`src/hw/fm_framer_consts.svh`:
```
// Purpose: constants of the single-density track format framer
// Assumes: a 10 MHz controller clock
// Notes:   definitions only
`ifndef FM_FRAMER_CONSTS_SVH
`define FM_FRAMER_CONSTS_SVH

// ============================================================
// timing
`define CLK_MHZ        10
`define CELL_NS        2000
`define CELL_CYC       (`CELL_NS * `CLK_MHZ / 1000)
`define HALF_CYC       (`CELL_CYC / 2)
`define CRC_SHOW_US    32
`define CRC_SHOW_CYC   (`CRC_SHOW_US * `CLK_MHZ)

// ============================================================
// geometry
`define TRACKS_PER_SIDE 77
`define SECTORS_PER_TRK 26
`define SECTOR_BYTES    128
`define ID_FIELD_BYTES  6
`define GAP_POST_INDEX  9'h020
`define GAP_ID          9'h011
`define GAP_DATA        9'h021
`define GAP_PRE_INDEX   9'h140

// ============================================================
// address marks and check code
`define MARK_CLK       8'hC7
`define MARK_IDX_DATA  8'hFC
`define MARK_ID_DATA   8'hFE
`define MARK_DAT_DATA  8'hFB
`define MARK_DEL_DATA  8'hF8
`define FULL_CLK       8'hFF
`define GAP_BYTE       8'h00
`define CRC_POLY       16'h1021
`define CRC_PRESET     16'hFFFF

`endif

```
`src/hw/fm_framer_pkg.sv`:
```
// Purpose: types shared by the track format framer
// Assumes: nothing
// Notes:   encodings follow declaration order
package fm_framer_pkg;

  typedef enum logic [2:0] {
    K_GAP,
    K_MARK,
    K_DATA,
    K_CRC,
    K_ID_TRACK,
    K_ID_SECTOR
  } wr_kind_t;

  typedef enum logic [1:0] {
    M_INDEX,
    M_ID,
    M_DATA,
    M_DELETED
  } mark_kind_t;

  typedef enum logic {
    R_HUNT,
    R_FIELD
  } rd_state_t;

endpackage

```
`src/hw/fm_track_format_framer.sv`:
```
// Purpose: FM track format writer and reader between byte logic and a drive
// Assumes: 10 MHz MCLK, synchronous active-low NRST, separated read clock
// Notes:   write entries pass a 4-word FIFO; read side hunts for marks
`timescale 1ns/1ns
`include "fm_framer_consts.svh"
`default_nettype none

// ============================================================
// byte fifo
module fm_byte_fifo #(
  parameter int WIDTH = 11,
  parameter int DEPTH = 4
) (
  input  wire logic             clk,
  input  wire logic             rst_n,
  input  wire logic [WIDTH-1:0] in_data,
  input  wire logic             in_valid,
  output logic                  in_ready,
  output logic [WIDTH-1:0]      out_data,
  output logic                  out_valid,
  input  wire logic             out_ready
);
  localparam int AW = (DEPTH > 1) ? $clog2(DEPTH) : 1;
  localparam int CW = $clog2(DEPTH + 1);

  logic [WIDTH-1:0] mem [DEPTH];
  logic [AW-1:0]    wr_ptr_r;
  logic [AW-1:0]    rd_ptr_r;
  logic [CW-1:0]    count_r;
  logic [CW-1:0]    count_nxt;
  logic             push;
  logic             pop;

  assign out_valid = (count_r != '0);
  assign out_data  = mem[rd_ptr_r];
  assign push      = in_valid && in_ready;
  assign pop       = out_valid && out_ready;

  always_comb
  begin
    count_nxt = count_r;
    if (push && !pop)
      count_nxt = count_r + CW'(1);
    else if (pop && !push)
      count_nxt = count_r - CW'(1);
  end

  always_ff @(posedge clk)
  begin
    if (push)
      mem[wr_ptr_r] <= in_data;
  end

  always_ff @(posedge clk)
  begin
    if (!rst_n)
    begin
      wr_ptr_r <= '0;
      rd_ptr_r <= '0;
      count_r  <= '0;
      in_ready <= 1'b0;
    end
    else
    begin
      if (push)
        wr_ptr_r <= (wr_ptr_r == AW'(DEPTH - 1)) ? '0 : wr_ptr_r + AW'(1);
      if (pop)
        rd_ptr_r <= (rd_ptr_r == AW'(DEPTH - 1)) ? '0 : rd_ptr_r + AW'(1);
      count_r  <= count_nxt;
      // registered so the source sees an honest, glitch-free full
      in_ready <= (count_nxt != CW'(DEPTH));
    end
  end
endmodule // fm_byte_fifo

// ============================================================
// framer top
module fm_track_format_framer
  import fm_framer_pkg::*;
#(
  parameter int TRACKS  = `TRACKS_PER_SIDE,
  parameter int SECTORS = `SECTORS_PER_TRK,
  parameter int SEC_LEN = `SECTOR_BYTES,
  parameter int DEPTH   = 4
) (
  input  wire logic       MCLK,
  input  wire logic       NRST,
  input  wire logic [7:0] WR_BYTE,
  input  wire logic [2:0] WR_KIND,
  input  wire logic       WR_VALID,
  output logic            WR_READY,
  output logic            WGATE,
  output logic            WDATA,
  output logic            FMT_ERR,
  input  wire logic       RCLK,
  input  wire logic       RDATA,
  output logic [7:0]      RD_BYTE,
  output logic            RD_VALID,
  output logic            RD_MARK,
  output logic [1:0]      RD_MARK_KIND,
  output logic            RD_IN_FIELD,
  output logic            CRC_OK,
  output logic            CRC_BAD
);
  localparam logic [4:0] CELL_LAST = 5'(`CELL_CYC - 1);
  localparam logic [4:0] HALF_AT   = 5'(`HALF_CYC);
  localparam logic [8:0] SHOW_CYC  = 9'(`CRC_SHOW_CYC);

  // ============================================================
  // helpers
  function automatic logic [15:0] crc_byte(input logic [15:0] c, input logic [7:0] d);
    logic [15:0] r;
    logic        fb;
    r = c;
    for (int i = 7; i >= 0; i--)
    begin
      fb = r[15] ^ d[i];
      r  = {r[14:0], 1'b0};
      if (fb)
        r = r ^ `CRC_POLY;
    end
    return r;
  endfunction

  function automatic logic [7:0] mark_data(input logic [1:0] k);
    case (mark_kind_t'(k))
      M_INDEX: return `MARK_IDX_DATA;
      M_ID:    return `MARK_ID_DATA;
      M_DATA:  return `MARK_DAT_DATA;
      default: return `MARK_DEL_DATA;
    endcase
  endfunction

  // clock bit then data bit per cell, most significant cell first
  function automatic logic [15:0] fm_pair(input logic [7:0] c, input logic [7:0] d);
    logic [15:0] r;
    r = '0;
    for (int i = 0; i < 8; i++)
    begin
      r[2*i+1] = c[i];
      r[2*i]   = d[i];
    end
    return r;
  endfunction

  function automatic logic [7:0] data_of(input logic [15:0] raw);
    logic [7:0] r;
    r = '0;
    for (int i = 0; i < 8; i++)
      r[i] = raw[2*i];
    return r;
  endfunction

  function automatic logic [8:0] gap_len(input logic [1:0] sel);
    case (sel)
      2'h0:    return `GAP_POST_INDEX;
      2'h1:    return `GAP_ID;
      2'h2:    return `GAP_DATA;
      default: return `GAP_PRE_INDEX;
    endcase
  endfunction

  // ============================================================
  // write entry fifo
  logic [10:0] f_data;
  logic        f_valid;
  logic        f_pop;
  wr_kind_t    f_kind;
  logic [7:0]  f_byte;

  fm_byte_fifo #(.WIDTH(11), .DEPTH(DEPTH)) u_fifo (
    .clk       (MCLK),
    .rst_n     (NRST),
    .in_data   ({WR_KIND, WR_BYTE}),
    .in_valid  (WR_VALID),
    .in_ready  (WR_READY),
    .out_data  (f_data),
    .out_valid (f_valid),
    .out_ready (f_pop)
  );
  assign f_kind = wr_kind_t'(f_data[10:8]);
  assign f_byte = f_data[7:0];

  // ============================================================
  // write byte selection
  logic        w_busy_r;
  logic [4:0]  cell_r;
  logic [2:0]  bit_r;
  logic [7:0]  sh_d_r;
  logic [7:0]  sh_c_r;
  logic [8:0]  gap_left_r;
  logic        pend_v_r;
  logic [7:0]  pend_r;
  logic        pend_crc_r;
  logic [15:0] wcrc_r;
  logic        byte_end;
  logic        ld;
  logic [7:0]  ld_d;
  logic [7:0]  ld_c;
  logic        ld_upd;
  logic        ld_mark;

  assign byte_end = w_busy_r && (cell_r == CELL_LAST) && (bit_r == 3'h7);

  always_comb
  begin
    ld      = 1'b0;
    ld_d    = `GAP_BYTE;
    ld_c    = `FULL_CLK;
    ld_upd  = 1'b0;
    ld_mark = 1'b0;
    f_pop   = 1'b0;
    if (!w_busy_r || byte_end)
    begin
      if (gap_left_r != 9'h000)
        ld = 1'b1;
      else if (pend_v_r)
      begin
        ld     = 1'b1;
        ld_d   = pend_r;
        ld_upd = pend_crc_r;
      end
      else if (f_valid)
      begin
        ld    = 1'b1;
        f_pop = 1'b1;
        case (f_kind)
          K_GAP:  ld_d = `GAP_BYTE;
          K_MARK:
          begin
            ld_d    = mark_data(f_byte[1:0]);
            ld_c    = `MARK_CLK;
            ld_mark = 1'b1;
          end
          K_CRC:  ld_d = wcrc_r[15:8];
          default:
          begin
            ld_d   = f_byte;
            ld_upd = 1'b1;
          end
        endcase
      end
    end
  end

  // gap counting and the byte that follows a paired entry
  always_ff @(posedge MCLK)
  begin
    if (!NRST)
    begin
      gap_left_r <= 9'h000;
      pend_v_r   <= 1'b0;
      pend_r     <= 8'h00;
      pend_crc_r <= 1'b0;
    end
    else if (ld)
    begin
      if (f_pop && f_kind == K_GAP)
        gap_left_r <= gap_len(f_byte[1:0]) - 9'h001;
      else if (gap_left_r != 9'h000)
        gap_left_r <= gap_left_r - 9'h001;
      if (f_pop && f_kind == K_CRC)
      begin
        pend_v_r   <= 1'b1;
        pend_r     <= wcrc_r[7:0];
        pend_crc_r <= 1'b0;
      end
      else if (f_pop && (f_kind == K_ID_TRACK || f_kind == K_ID_SECTOR))
      begin
        pend_v_r   <= 1'b1;
        pend_r     <= `GAP_BYTE;
        pend_crc_r <= 1'b1;
      end
      else if (!f_pop && gap_left_r == 9'h000)
        pend_v_r <= 1'b0;
    end
  end

  // write check code; preset on every mark
  always_ff @(posedge MCLK)
  begin
    if (!NRST)
      wcrc_r <= `CRC_PRESET;
    else if (ld && ld_mark)
      wcrc_r <= crc_byte(`CRC_PRESET, ld_d);
    else if (ld && ld_upd)
      wcrc_r <= crc_byte(wcrc_r, ld_d);
  end

  // out-of-range ID values are still written, only flagged
  always_ff @(posedge MCLK)
  begin
    if (!NRST)
      FMT_ERR <= 1'b0;
    else
      FMT_ERR <= f_pop && (
        (f_kind == K_ID_TRACK && 32'(f_byte) >= TRACKS) ||
        (f_kind == K_ID_SECTOR && (f_byte == 8'h00 || 32'(f_byte) > SECTORS)));
  end

  // ============================================================
  // fm serializer
  always_ff @(posedge MCLK)
  begin
    if (!NRST)
    begin
      w_busy_r <= 1'b0;
      cell_r   <= 5'h00;
      bit_r    <= 3'h0;
      sh_d_r   <= 8'h00;
      sh_c_r   <= 8'h00;
    end
    else if (ld)
    begin
      w_busy_r <= 1'b1;
      cell_r   <= 5'h00;
      bit_r    <= 3'h0;
      sh_d_r   <= ld_d;
      sh_c_r   <= ld_c;
    end
    else if (w_busy_r)
    begin
      if (cell_r == CELL_LAST)
      begin
        cell_r <= 5'h00;
        bit_r  <= bit_r + 3'h1;
        sh_d_r <= {sh_d_r[6:0], 1'b0};
        sh_c_r <= {sh_c_r[6:0], 1'b0};
        if (bit_r == 3'h7)
          w_busy_r <= 1'b0;
      end
      else
        cell_r <= cell_r + 5'h01;
    end
  end

  always_ff @(posedge MCLK)
  begin
    if (!NRST)
    begin
      WDATA <= 1'b0;
      WGATE <= 1'b0;
    end
    else
    begin
      WDATA <= w_busy_r && ((cell_r == 5'h00 && sh_c_r[7]) ||
                            (cell_r == HALF_AT && sh_d_r[7]));
      WGATE <= w_busy_r;
    end
  end

  // ============================================================
  // read input synchronisers
  logic rclk_m_r;
  logic rclk_s_r;
  logic rclk_d_r;
  logic rdat_m_r;
  logic rdat_s_r;
  logic rise;

  always_ff @(posedge MCLK)
  begin
    if (!NRST)
    begin
      rclk_m_r <= 1'b0;
      rclk_s_r <= 1'b0;
      rclk_d_r <= 1'b0;
      rdat_m_r <= 1'b0;
      rdat_s_r <= 1'b0;
    end
    else
    begin
      rclk_m_r <= RCLK;
      rclk_s_r <= rclk_m_r;
      rclk_d_r <= rclk_s_r;
      rdat_m_r <= RDATA;
      rdat_s_r <= rdat_m_r;
    end
  end
  assign rise = rclk_s_r && !rclk_d_r;

  // ============================================================
  // read framing
  rd_state_t   rstate_r;
  logic [15:0] raw_r;
  logic [15:0] raw_nxt;
  logic [3:0]  half_r;
  logic [7:0]  left_r;
  logic [15:0] rcrc_r;
  logic [15:0] rcrc_nxt;
  logic [7:0]  rbyte;
  logic        hit;
  logic [1:0]  hit_kind;
  logic        byte_done;
  logic        field_end;

  assign raw_nxt   = {raw_r[14:0], rdat_s_r};
  assign rbyte     = data_of(raw_nxt);
  assign rcrc_nxt  = crc_byte(rcrc_r, rbyte);
  assign byte_done = rise && rstate_r == R_FIELD && half_r == 4'hF;
  assign field_end = byte_done && left_r == 8'h01;

  always_comb
  begin
    hit      = 1'b0;
    hit_kind = 2'h0;
    for (int k = 0; k < 4; k++)
      if (raw_nxt == fm_pair(`MARK_CLK, mark_data(2'(k))))
      begin
        hit      = 1'b1;
        hit_kind = 2'(k);
      end
  end

  // gaps are never counted, so drift after rewrites is harmless
  always_ff @(posedge MCLK)
  begin
    if (!NRST)
    begin
      rstate_r <= R_HUNT;
      raw_r    <= 16'h0000;
      half_r   <= 4'h0;
      left_r   <= 8'h00;
      rcrc_r   <= `CRC_PRESET;
    end
    else if (rise)
    begin
      raw_r <= raw_nxt;
      case (rstate_r)
        R_HUNT:
          if (hit && mark_kind_t'(hit_kind) != M_INDEX)
          begin
            rstate_r <= R_FIELD;
            half_r   <= 4'h0;
            rcrc_r   <= crc_byte(`CRC_PRESET, mark_data(hit_kind));
            left_r   <= (mark_kind_t'(hit_kind) == M_ID) ?
                        8'(`ID_FIELD_BYTES) : 8'(SEC_LEN + 2);
          end
        R_FIELD:
        begin
          half_r <= half_r + 4'h1;
          if (half_r == 4'hF)
          begin
            rcrc_r <= rcrc_nxt;
            left_r <= left_r - 8'h01;
            if (left_r == 8'h01)
              rstate_r <= R_HUNT;
          end
        end
        default: rstate_r <= R_HUNT;
      endcase
    end
  end

  always_ff @(posedge MCLK)
  begin
    if (!NRST)
    begin
      RD_BYTE      <= 8'h00;
      RD_VALID     <= 1'b0;
      RD_MARK      <= 1'b0;
      RD_MARK_KIND <= 2'h0;
      RD_IN_FIELD  <= 1'b0;
    end
    else
    begin
      RD_VALID    <= byte_done;
      RD_MARK     <= rise && rstate_r == R_HUNT && hit;
      RD_IN_FIELD <= (rstate_r == R_FIELD);
      if (byte_done)
        RD_BYTE <= rbyte;
      if (rise && rstate_r == R_HUNT && hit)
        RD_MARK_KIND <= hit_kind;
    end
  end

  // ============================================================
  // check result window
  logic [8:0] show_r;

  always_ff @(posedge MCLK)
  begin
    if (!NRST)
    begin
      show_r  <= 9'h000;
      CRC_OK  <= 1'b0;
      CRC_BAD <= 1'b0;
    end
    else if (field_end)
    begin
      show_r  <= SHOW_CYC;
      CRC_OK  <= (rcrc_nxt == 16'h0000);
      CRC_BAD <= (rcrc_nxt != 16'h0000);
    end
    else if (show_r != 9'h000)
    begin
      show_r <= show_r - 9'h001;
      if (show_r == 9'h001)
      begin
        CRC_OK  <= 1'b0;
        CRC_BAD <= 1'b0;
      end
    end
  end
endmodule // fm_track_format_framer

`default_nettype wire

```
`config.mk`:
```
export PLATFORM = sky130hd
export DESIGN_NAME = fm_track_format_framer
export DESIGN_NICKNAME = d
export VERILOG_FILES = /design/src/hw/fm_framer_pkg.sv /design/src/hw/fm_track_format_framer.sv
export VERILOG_INCLUDE_DIRS = /design/src /design/src/hw
export SDC_FILE = /design/constraint.sdc
export NUM_CORES = 1
export LEC_CHECK = 0
export BUFFER_PORTS_ARGS = -buffer_cell sky130_fd_sc_hd__buf_2
export CAP_MARGIN = 20
export CORE_MARGIN = 5
export CORE_UTILIZATION = 56
export DETAILED_ROUTE_END_ITERATION = 16
export PLACE_DENSITY = 0.78
export SETUP_SLACK_MARGIN = 0.3
export SYNTH_ARGS = -nofsm -noshare
export SYNTH_HDL_FRONTEND = slang
export SYNTH_SLANG_ARGS = --single-unit
```
`constraint.sdc`:
```
create_clock -name MCLK -period 2.83 [get_ports MCLK]
set_input_delay 0.283 -clock MCLK [delete_from_list [all_inputs] [get_ports MCLK]]
set_output_delay 0.283 -clock MCLK [all_outputs]
set_load 0.01 [all_outputs]
```
==> results of run 1 <==
## logic make-up (layout without fill, tap and decap cells)
group                    Yosys count  in the layout
AND/OR/NAND/NOR                  353            353
XOR/XNOR                          57             57
multiplexers                      21             21
buffers and inverters             72            174
adder cells (fa/ha/maj)           28             28
flip-flops                       190            190
AO/OA/AOI/OAI                    228            228
## timing repair
item                                    CTS  global route
cloned                                    0             1
resized for setup                        26            87
pin swaps                                14            46
setup buffers                            11            20
endpoints found under the setup margin   46            46
hold buffers                              0             0
## worst max-delay path by stage
stage | from | to | slack, ps | depth (start not counted)
after global routing | flip-flop | wcrc_r[5]$_SDFFE_PN1P_ | -20 | 11
after global placement | flip-flop | wcrc_r[14]$_SDFFE_PN1P_ | 110 | 10
after CTS | flip-flop | wcrc_r[14]$_SDFFE_PN1P_ | 130 | 10
after detailed placement | flip-flop | gap_left_r[6]$_SDFFE_PN0P_ | 80 | 10
final | flip-flop | wcrc_r[12]$_SDFFE_PN1P_ | 100 | 11
after floorplan | flip-flop | wcrc_r[14]$_SDFFE_PN1P_ | 70 | 11
## critical path, stage by stage (launching register included)
cell and delay (ps):
dfxtp_4 410, mux4_2 570, buf_8 160, nand2b_4 80
nor4_4 50, buf_4 160, buf_6 140, and2_4 180
o41ai_4 390, xor2_2 250, xnor2_1 140, o21ai_1 90
## state kept, by name, summed over array words and instances, names as in the netlist, 2 cells and up, named ones only
register / count
u_fifo.mem: 44
rcrc_r: 16
wcrc_r: 16
raw_r: 15
gap_left_r: 9
show_r: 9
RD_BYTE: 8
left_r: 8
pend_r: 8
sh_c_r: 8
sh_d_r: 8
cell_r: 5
half_r: 4
bit_r: 3
u_fifo.count_r: 3
RD_MARK_KIND: 2
u_fifo.rd_ptr_r: 2
u_fifo.wr_ptr_r: 2
## power groups by stage
stage	logic, mW	registers [mW]	clock network [mW]
3_5_place_dp	2.88	3.45	0
5_1_grt	3.88	3.48	2.59
6_report	3.63	3.44	2.44
4_1_cts	3.10	3.40	2.47
3_3_place_gp	2.80	3.45	0
2_1_floorplan	2.26	3.37	0
## synthesized netlist by cell type, types with 13 or more instances
| cell type | count |
|---|---|
| dfxtp_1 | 146 |
| nand2_1 | 122 |
| nor2_1 | 99 |
| a21oi_1 | 76 |
| edfxtp_1 | 44 |
| o21ai_0 | 41 |
| clkbuf_1 | 33 |
| xnor2_1 | 31 |
| ha_1 | 28 |
| inv_1 | 24 |
| xor2_1 | 22 |
| nor3_1 | 20 |
| nand3_1 | 19 |
| a31oi_1 | 13 |
## layout by cell type, fill, tap and decap left out, types with 8 or more instances in the layout
cell type,netlist,routed
buf_2,5,35
nand2_1,122,116
and2_1,10,8
edfxtp_1,44,44
nor3_1,20,16
xor2_1,22,19
inv_1,24,19
xnor2_1,31,26
a22oi_1,10,10
ha_1,28,24
o21ai_1,9,11
buf_4,3,71
and3_1,10,9
clkbuf_16,0,17
nand3_1,19,16
nor2b_1,9,9
dfxtp_1,146,137
o21a_1,11,9
o21ai_0,41,35
a21oi_1,76,70
nor2_1,99,94
a31oi_1,13,12
## final cells by class
cell class / instances / area [sq um] / share of cell area
inverters: 25 / 93.8 / 0.00840
well taps: 216 / 270 / 0.0242
multi-input cells: 687 / 5090 / 0.456
clock buffers: 17 / 425 / 0.0381
repair buffers: 117 / 857 / 0.0767
clock inverters: 15 / 173 / 0.0155
flip-flops and latches: 190 / 4260 / 0.381
## layer usage
| layer | part of all wire | GRT usage | vias up |
|---|---|---|---|
| li1 | - | - | 3568 |
| met1 | 0.43 | 0.305 | 3591 |
| met2 | 0.48 | 0.363 | 299 |
| met3 | 0.060 | 0.0391 | 60 |
| met4 | 0.028 | 0.0807 | 0 |
| met5 | 0 | 0 | - |
==> run metrics, run 1 <==
Syn Inst Count 949; Die Wd about 140 microns; Logic pwr share 0.382; P&R area growth vs syn 22.3%; global-route wire length before repair 34000 microns; Final GP Congestion 0.882; Seq pwr share 0.362; htree depth 4; TritonRoute pass-1 iters 5; compound-gate portion of the synthesized area 0.174; r2r worst-path depth 11; Distinct cells, synth 85; initial antenna violation count 0; critical path fanouts, max 6; WHS Path Cells 2; Clock Path Buffers 2; total power 9.50 mW; Worst VDD drop approximately 600 uV; Skew-Pair Late Insertion Delay 440 ps; fin crit share 0.963; num rows 46; fin area 0.0112 sq mm; nets 1082; number of flops mapped to enable cells by yosys 44; Setup CP Type reg2reg; Initial Util 0.573; Crit path required time 3160 ps; min-delay src RCLK; post-layout util 0.701; Critical Path Source Type flip-flop; Worst EP arrival about 3000 ps; largest net degree at the start of global routing 28; reg2reg end wcrc_r[12]$_SDFFE_PN1P_; Ant. Diodes 0; Syn Std Cell Area slightly above 0.009 sq mm; setup slack at placement 82.0 ps; Pint 6.07 mW; run status finished clean; DR DRC count 0; Reg2Reg Setup Slack around 100 ps; Synth Register Bits 190; unrepaired setup endpoints after global routing yes; drt via density 5.93; WHS 49.7 ps; Setup Skew 10.5 ps; placed cell count 1203; clock-pin slew on the worst setup and hold paths 80 ps; TritonCTS clock tree built; number of clock sinks 190; power per cell area 850 mW/mm^2; xor/xnor share of the synthesized area 0.0588; Post-Synth Adder-Cell Area 0.0384; area leader, netlist dfxtp_1; simple-gate area share of the yosys netlist 0.189; Area after DPL 0.00979 sq mm; achievable frequency 0.367 GHz; # setup viols final 0; Detail Route Antenna Nets 0; Async SR Flop Fraction 0; Worst Tran Pin Value 600 ps; final hold vios 0; post-synthesis net count 993; FILL cells 1078; YS warnings 0; core area around 0.016 sq mm; Root Buffer clkbuf_16; Inserted Clock Buffers 17; CP Capture Type flip-flop; GRT overflow 0; Final Non-Filler Cells 1267; final setup margin 104 ps; Die Area 0.0190 sq mm; DR vias 7518; 1st-iter DRT viols roughly 800; register area share after synthesis 0.465; top post-synthesis cells by area dfxtp_1, edfxtp_1, nand2_1, a21oi_1, nor2_1; normalized max-slew margin 0.600; HP Class in2reg; maxcap violations 0; HPWL after detailed placement about 14000 microns; min Tclk post-route 2730 ps; Die Height 138 microns; leakage power 4.22 nW; max-slew violation count 0; Synth Flop Type dfxtp_1; Yosys top cell area share 0.320; setup_tns 0 ps; Total Routing Usage GR 0.225; combinational family with the most area after synthesis simple AND/OR/NAND/NOR gates; final wirelength 22400 microns; vias in the first global route 6966; input/output buffers 34; hold endpoint rclk_m_r$_SDFF_PN0_; WL per Instance approximately 18 microns; Psw about 3.4 mW; fraction of layout cells with a size suffix above 1 0.262; switching fraction of total power 0.362; io pins 35; Clk pwr share 0.256; post-synthesis mux area share 0.0401; Synth Area per Inst a little under 10 sq um
No activity file was read; power rests on OpenSTA's default activity.
==> run 2: changes to the inputs <==
- CORE_MARGIN: 5 -> 1
==> run 2 against run 1 <==
Register-to-register slack worse by 60 ps. Wire length down 5.8%. Hold slack improved by 0.64 ps. Total power is 1.9% lower. Die area shrank 11%. First-iteration DRC count fell by 30%. Flip-flop and latch count did not move. Sequential power is essentially flat. Sequential share of layout area rose by 0.36 points. Clock power decreased by 5%. Global-route usage increased by 3.4 points.
==> run metrics, run 2 (synthesized netlist as in run 1, its figures left out) <==
run status finished clean; fin crit share 0.984 (+0.0205); drt via density 5.82 (-1.9%); io pins 35 (unchanged); Worst VDD drop 539 uV (-8.8%); commonest non-fill, non-tap cell in the layout dfxtp_1; core area 0.0159 sq mm (-0.36%); Total Routing Usage GR 0.258 (+0.0338); Die Area 0.0168 sq mm (-11%); GRT overflow 0 (unchanged); nets 1085 (+0.28%); top flop regs u_fifo.mem x44, rcrc_r x16, wcrc_r x16; Detail Route Antenna Nets 0 (unchanged); Die Wd 130 microns (-5.8%); Final GP Congestion 0.863 (-2.2%); final wirelength 21100 microns (-5.8%); Initial Util 0.575 (+0.00208); Root Buffer clkbuf_16; clock-pin slew on the worst setup and hold paths 80 ps (about the same); fraction of layout cells with a size suffix above 1 0.245 (-0.0169); min Tclk post-route 2780 ps (+58.0 ps); DR vias 7391 (-1.7%); largest net degree at the start of global routing 51 (+82%); unrepaired setup endpoints after global routing yes; max reg flops 44 (unchanged); # setup viols final 0 (unchanged); P&R area growth vs syn 20.9%; Skew-Pair Late Insertion Delay 430 ps (about the same); achievable frequency 0.359 GHz (-2.1%); most frequent cells in the layout dfxtp_1, nand2_1, nor2_1; HP Class in2reg; Top reg by flops u_fifo.mem; power per cell area 844 mW/mm^2 (-0.80%); initial antenna violation count 0 (unchanged); htree depth 4 (unchanged); global-route wire length before repair 33800 microns (-0.34%); DR DRC count 0 (unchanged); Clock Path Buffers 2 (unchanged); input/output buffers 34 (unchanged); Setup CP Type reg2reg; normalized max-slew margin 0.552 (-0.0480); vias in the first global route 6929 (-0.53%); leakage power 4.19 nW (-0.78%); Die Height 130 microns (-5.8%); num rows 46 (unchanged); Crit path required time 3160 ps (about the same); CP Capture Type flip-flop; WHS 50.4 ps (+0.637 ps); critical path fanouts, max 8 (+2); Ant. Diodes 0 (unchanged); final hold vios 0 (unchanged); maxcap violations 0 (unchanged); max-slew violation count 0 (unchanged); 1st-iter DRT viols 561 (-30%); TritonRoute pass-1 iters 5 (unchanged); number of clock sinks 190 (unchanged); Setup Skew 8.75 ps (-1.75 ps); post-layout util 0.695 (-0.00542); Inserted Clock Buffers 17 (unchanged); TritonCTS clock tree built; Worst Tran Pin Value 671 ps (+71.0 ps); WL per Instance 16.6 microns (-6.1%); FILL cells 1142 (+5.9%); HPWL after detailed placement 14000 microns (-1.4%); CTS Hold Buffers Added 0 (unchanged); Worst EP arrival 3110 ps (+50 ps); Critical Path Source Type flip-flop
## run 2: changes by cell type in the layout (fill, tap and decap cells not counted), moves of 4 or more
cell	before	now
dfxtp_2	7	3
a211oi_1	4	9
dfxtp_1	137	142
a211oi_2	7	3
## run 2: repair_timing
item                                   in CTS  in global routing
resized for setup                          30                 53
pin swaps                                  16                 32
setup buffers                              13                 13
setup endpoints to repair                  43                 55
endpoints found under the hold margin       0                  0
## run 2: metrics by stage
stage | cells | setup TNS (ps) | total power [mW] | cell area [sq um] | setup slack [ps]
floorplan | 949 | 0 | 5.63 | 9190 | 71.5
global placement | 1212 | 0 | 6.30 | 9870 | 116
detailed placement | 1212 | 0 | 6.37 | 9870 | 39.0
CTS | 1257 | 0 | 8.94 | 10700 | 91.5
global route | 1270 | -215 | 9.84 | 11000 | -45.2
finish | 1270 | 0 | 9.32 | 11000 | 45.7
## run 2: critical path, cell delays in order, from the launching register on
cell,delay (ps)
dfxtp_4,380
buf_6,100
mux4_2,530
buf_6,140
nand2b_4,140
nor4_4,420
buf_12,170
o31a_1,180
a21oi_4,60
xnor2_4,270
a32oi_1,150
o31a_1,130
## run 2: report_power, final
group          internal (mW)  leakage [nW]  switching, mW
combinational           1.63          2.32           1.96
clock                   1.17         0.279           1.14
sequential              3.12          1.59          0.300
## run 2: cell type report
cell class	count	area, sq um	area share
flip-flops and latches	190	4250	0.385
clock buffers	17	425	0.0385
repair buffers	120	891	0.0806
multi-input cells	687	4970	0.450
inverters	25	96.3	0.00872
clock inverters	15	143	0.0129
well taps	216	270	0.0245
## run 2: final timing paths
check	startpoint	to	slack, ps	cells past startpoint
max	flip-flop	wcrc_r[6]$_SDFFE_PN1P_	50	11
min	RDATA	rdat_m_r$_SDFF_PN0_	50	2
max reg2reg	flip-flop	wcrc_r[6]$_SDFFE_PN1P_	50	11
min reg2reg	rclk_m_r$_SDFF_PN0_	rclk_s_r$_SDFF_PN0_	440	1
## run 2: routing by layer
layer / vias to the layer above / global-route usage / share of wire
li1: 3582 / - / -
met1: 3535 / 0.343 / 0.45
met2: 230 / 0.420 / 0.48
met3: 44 / 0.0463 / 0.046
met4: 0 / 0.102 / 0.025
met5: - / 0 / 0
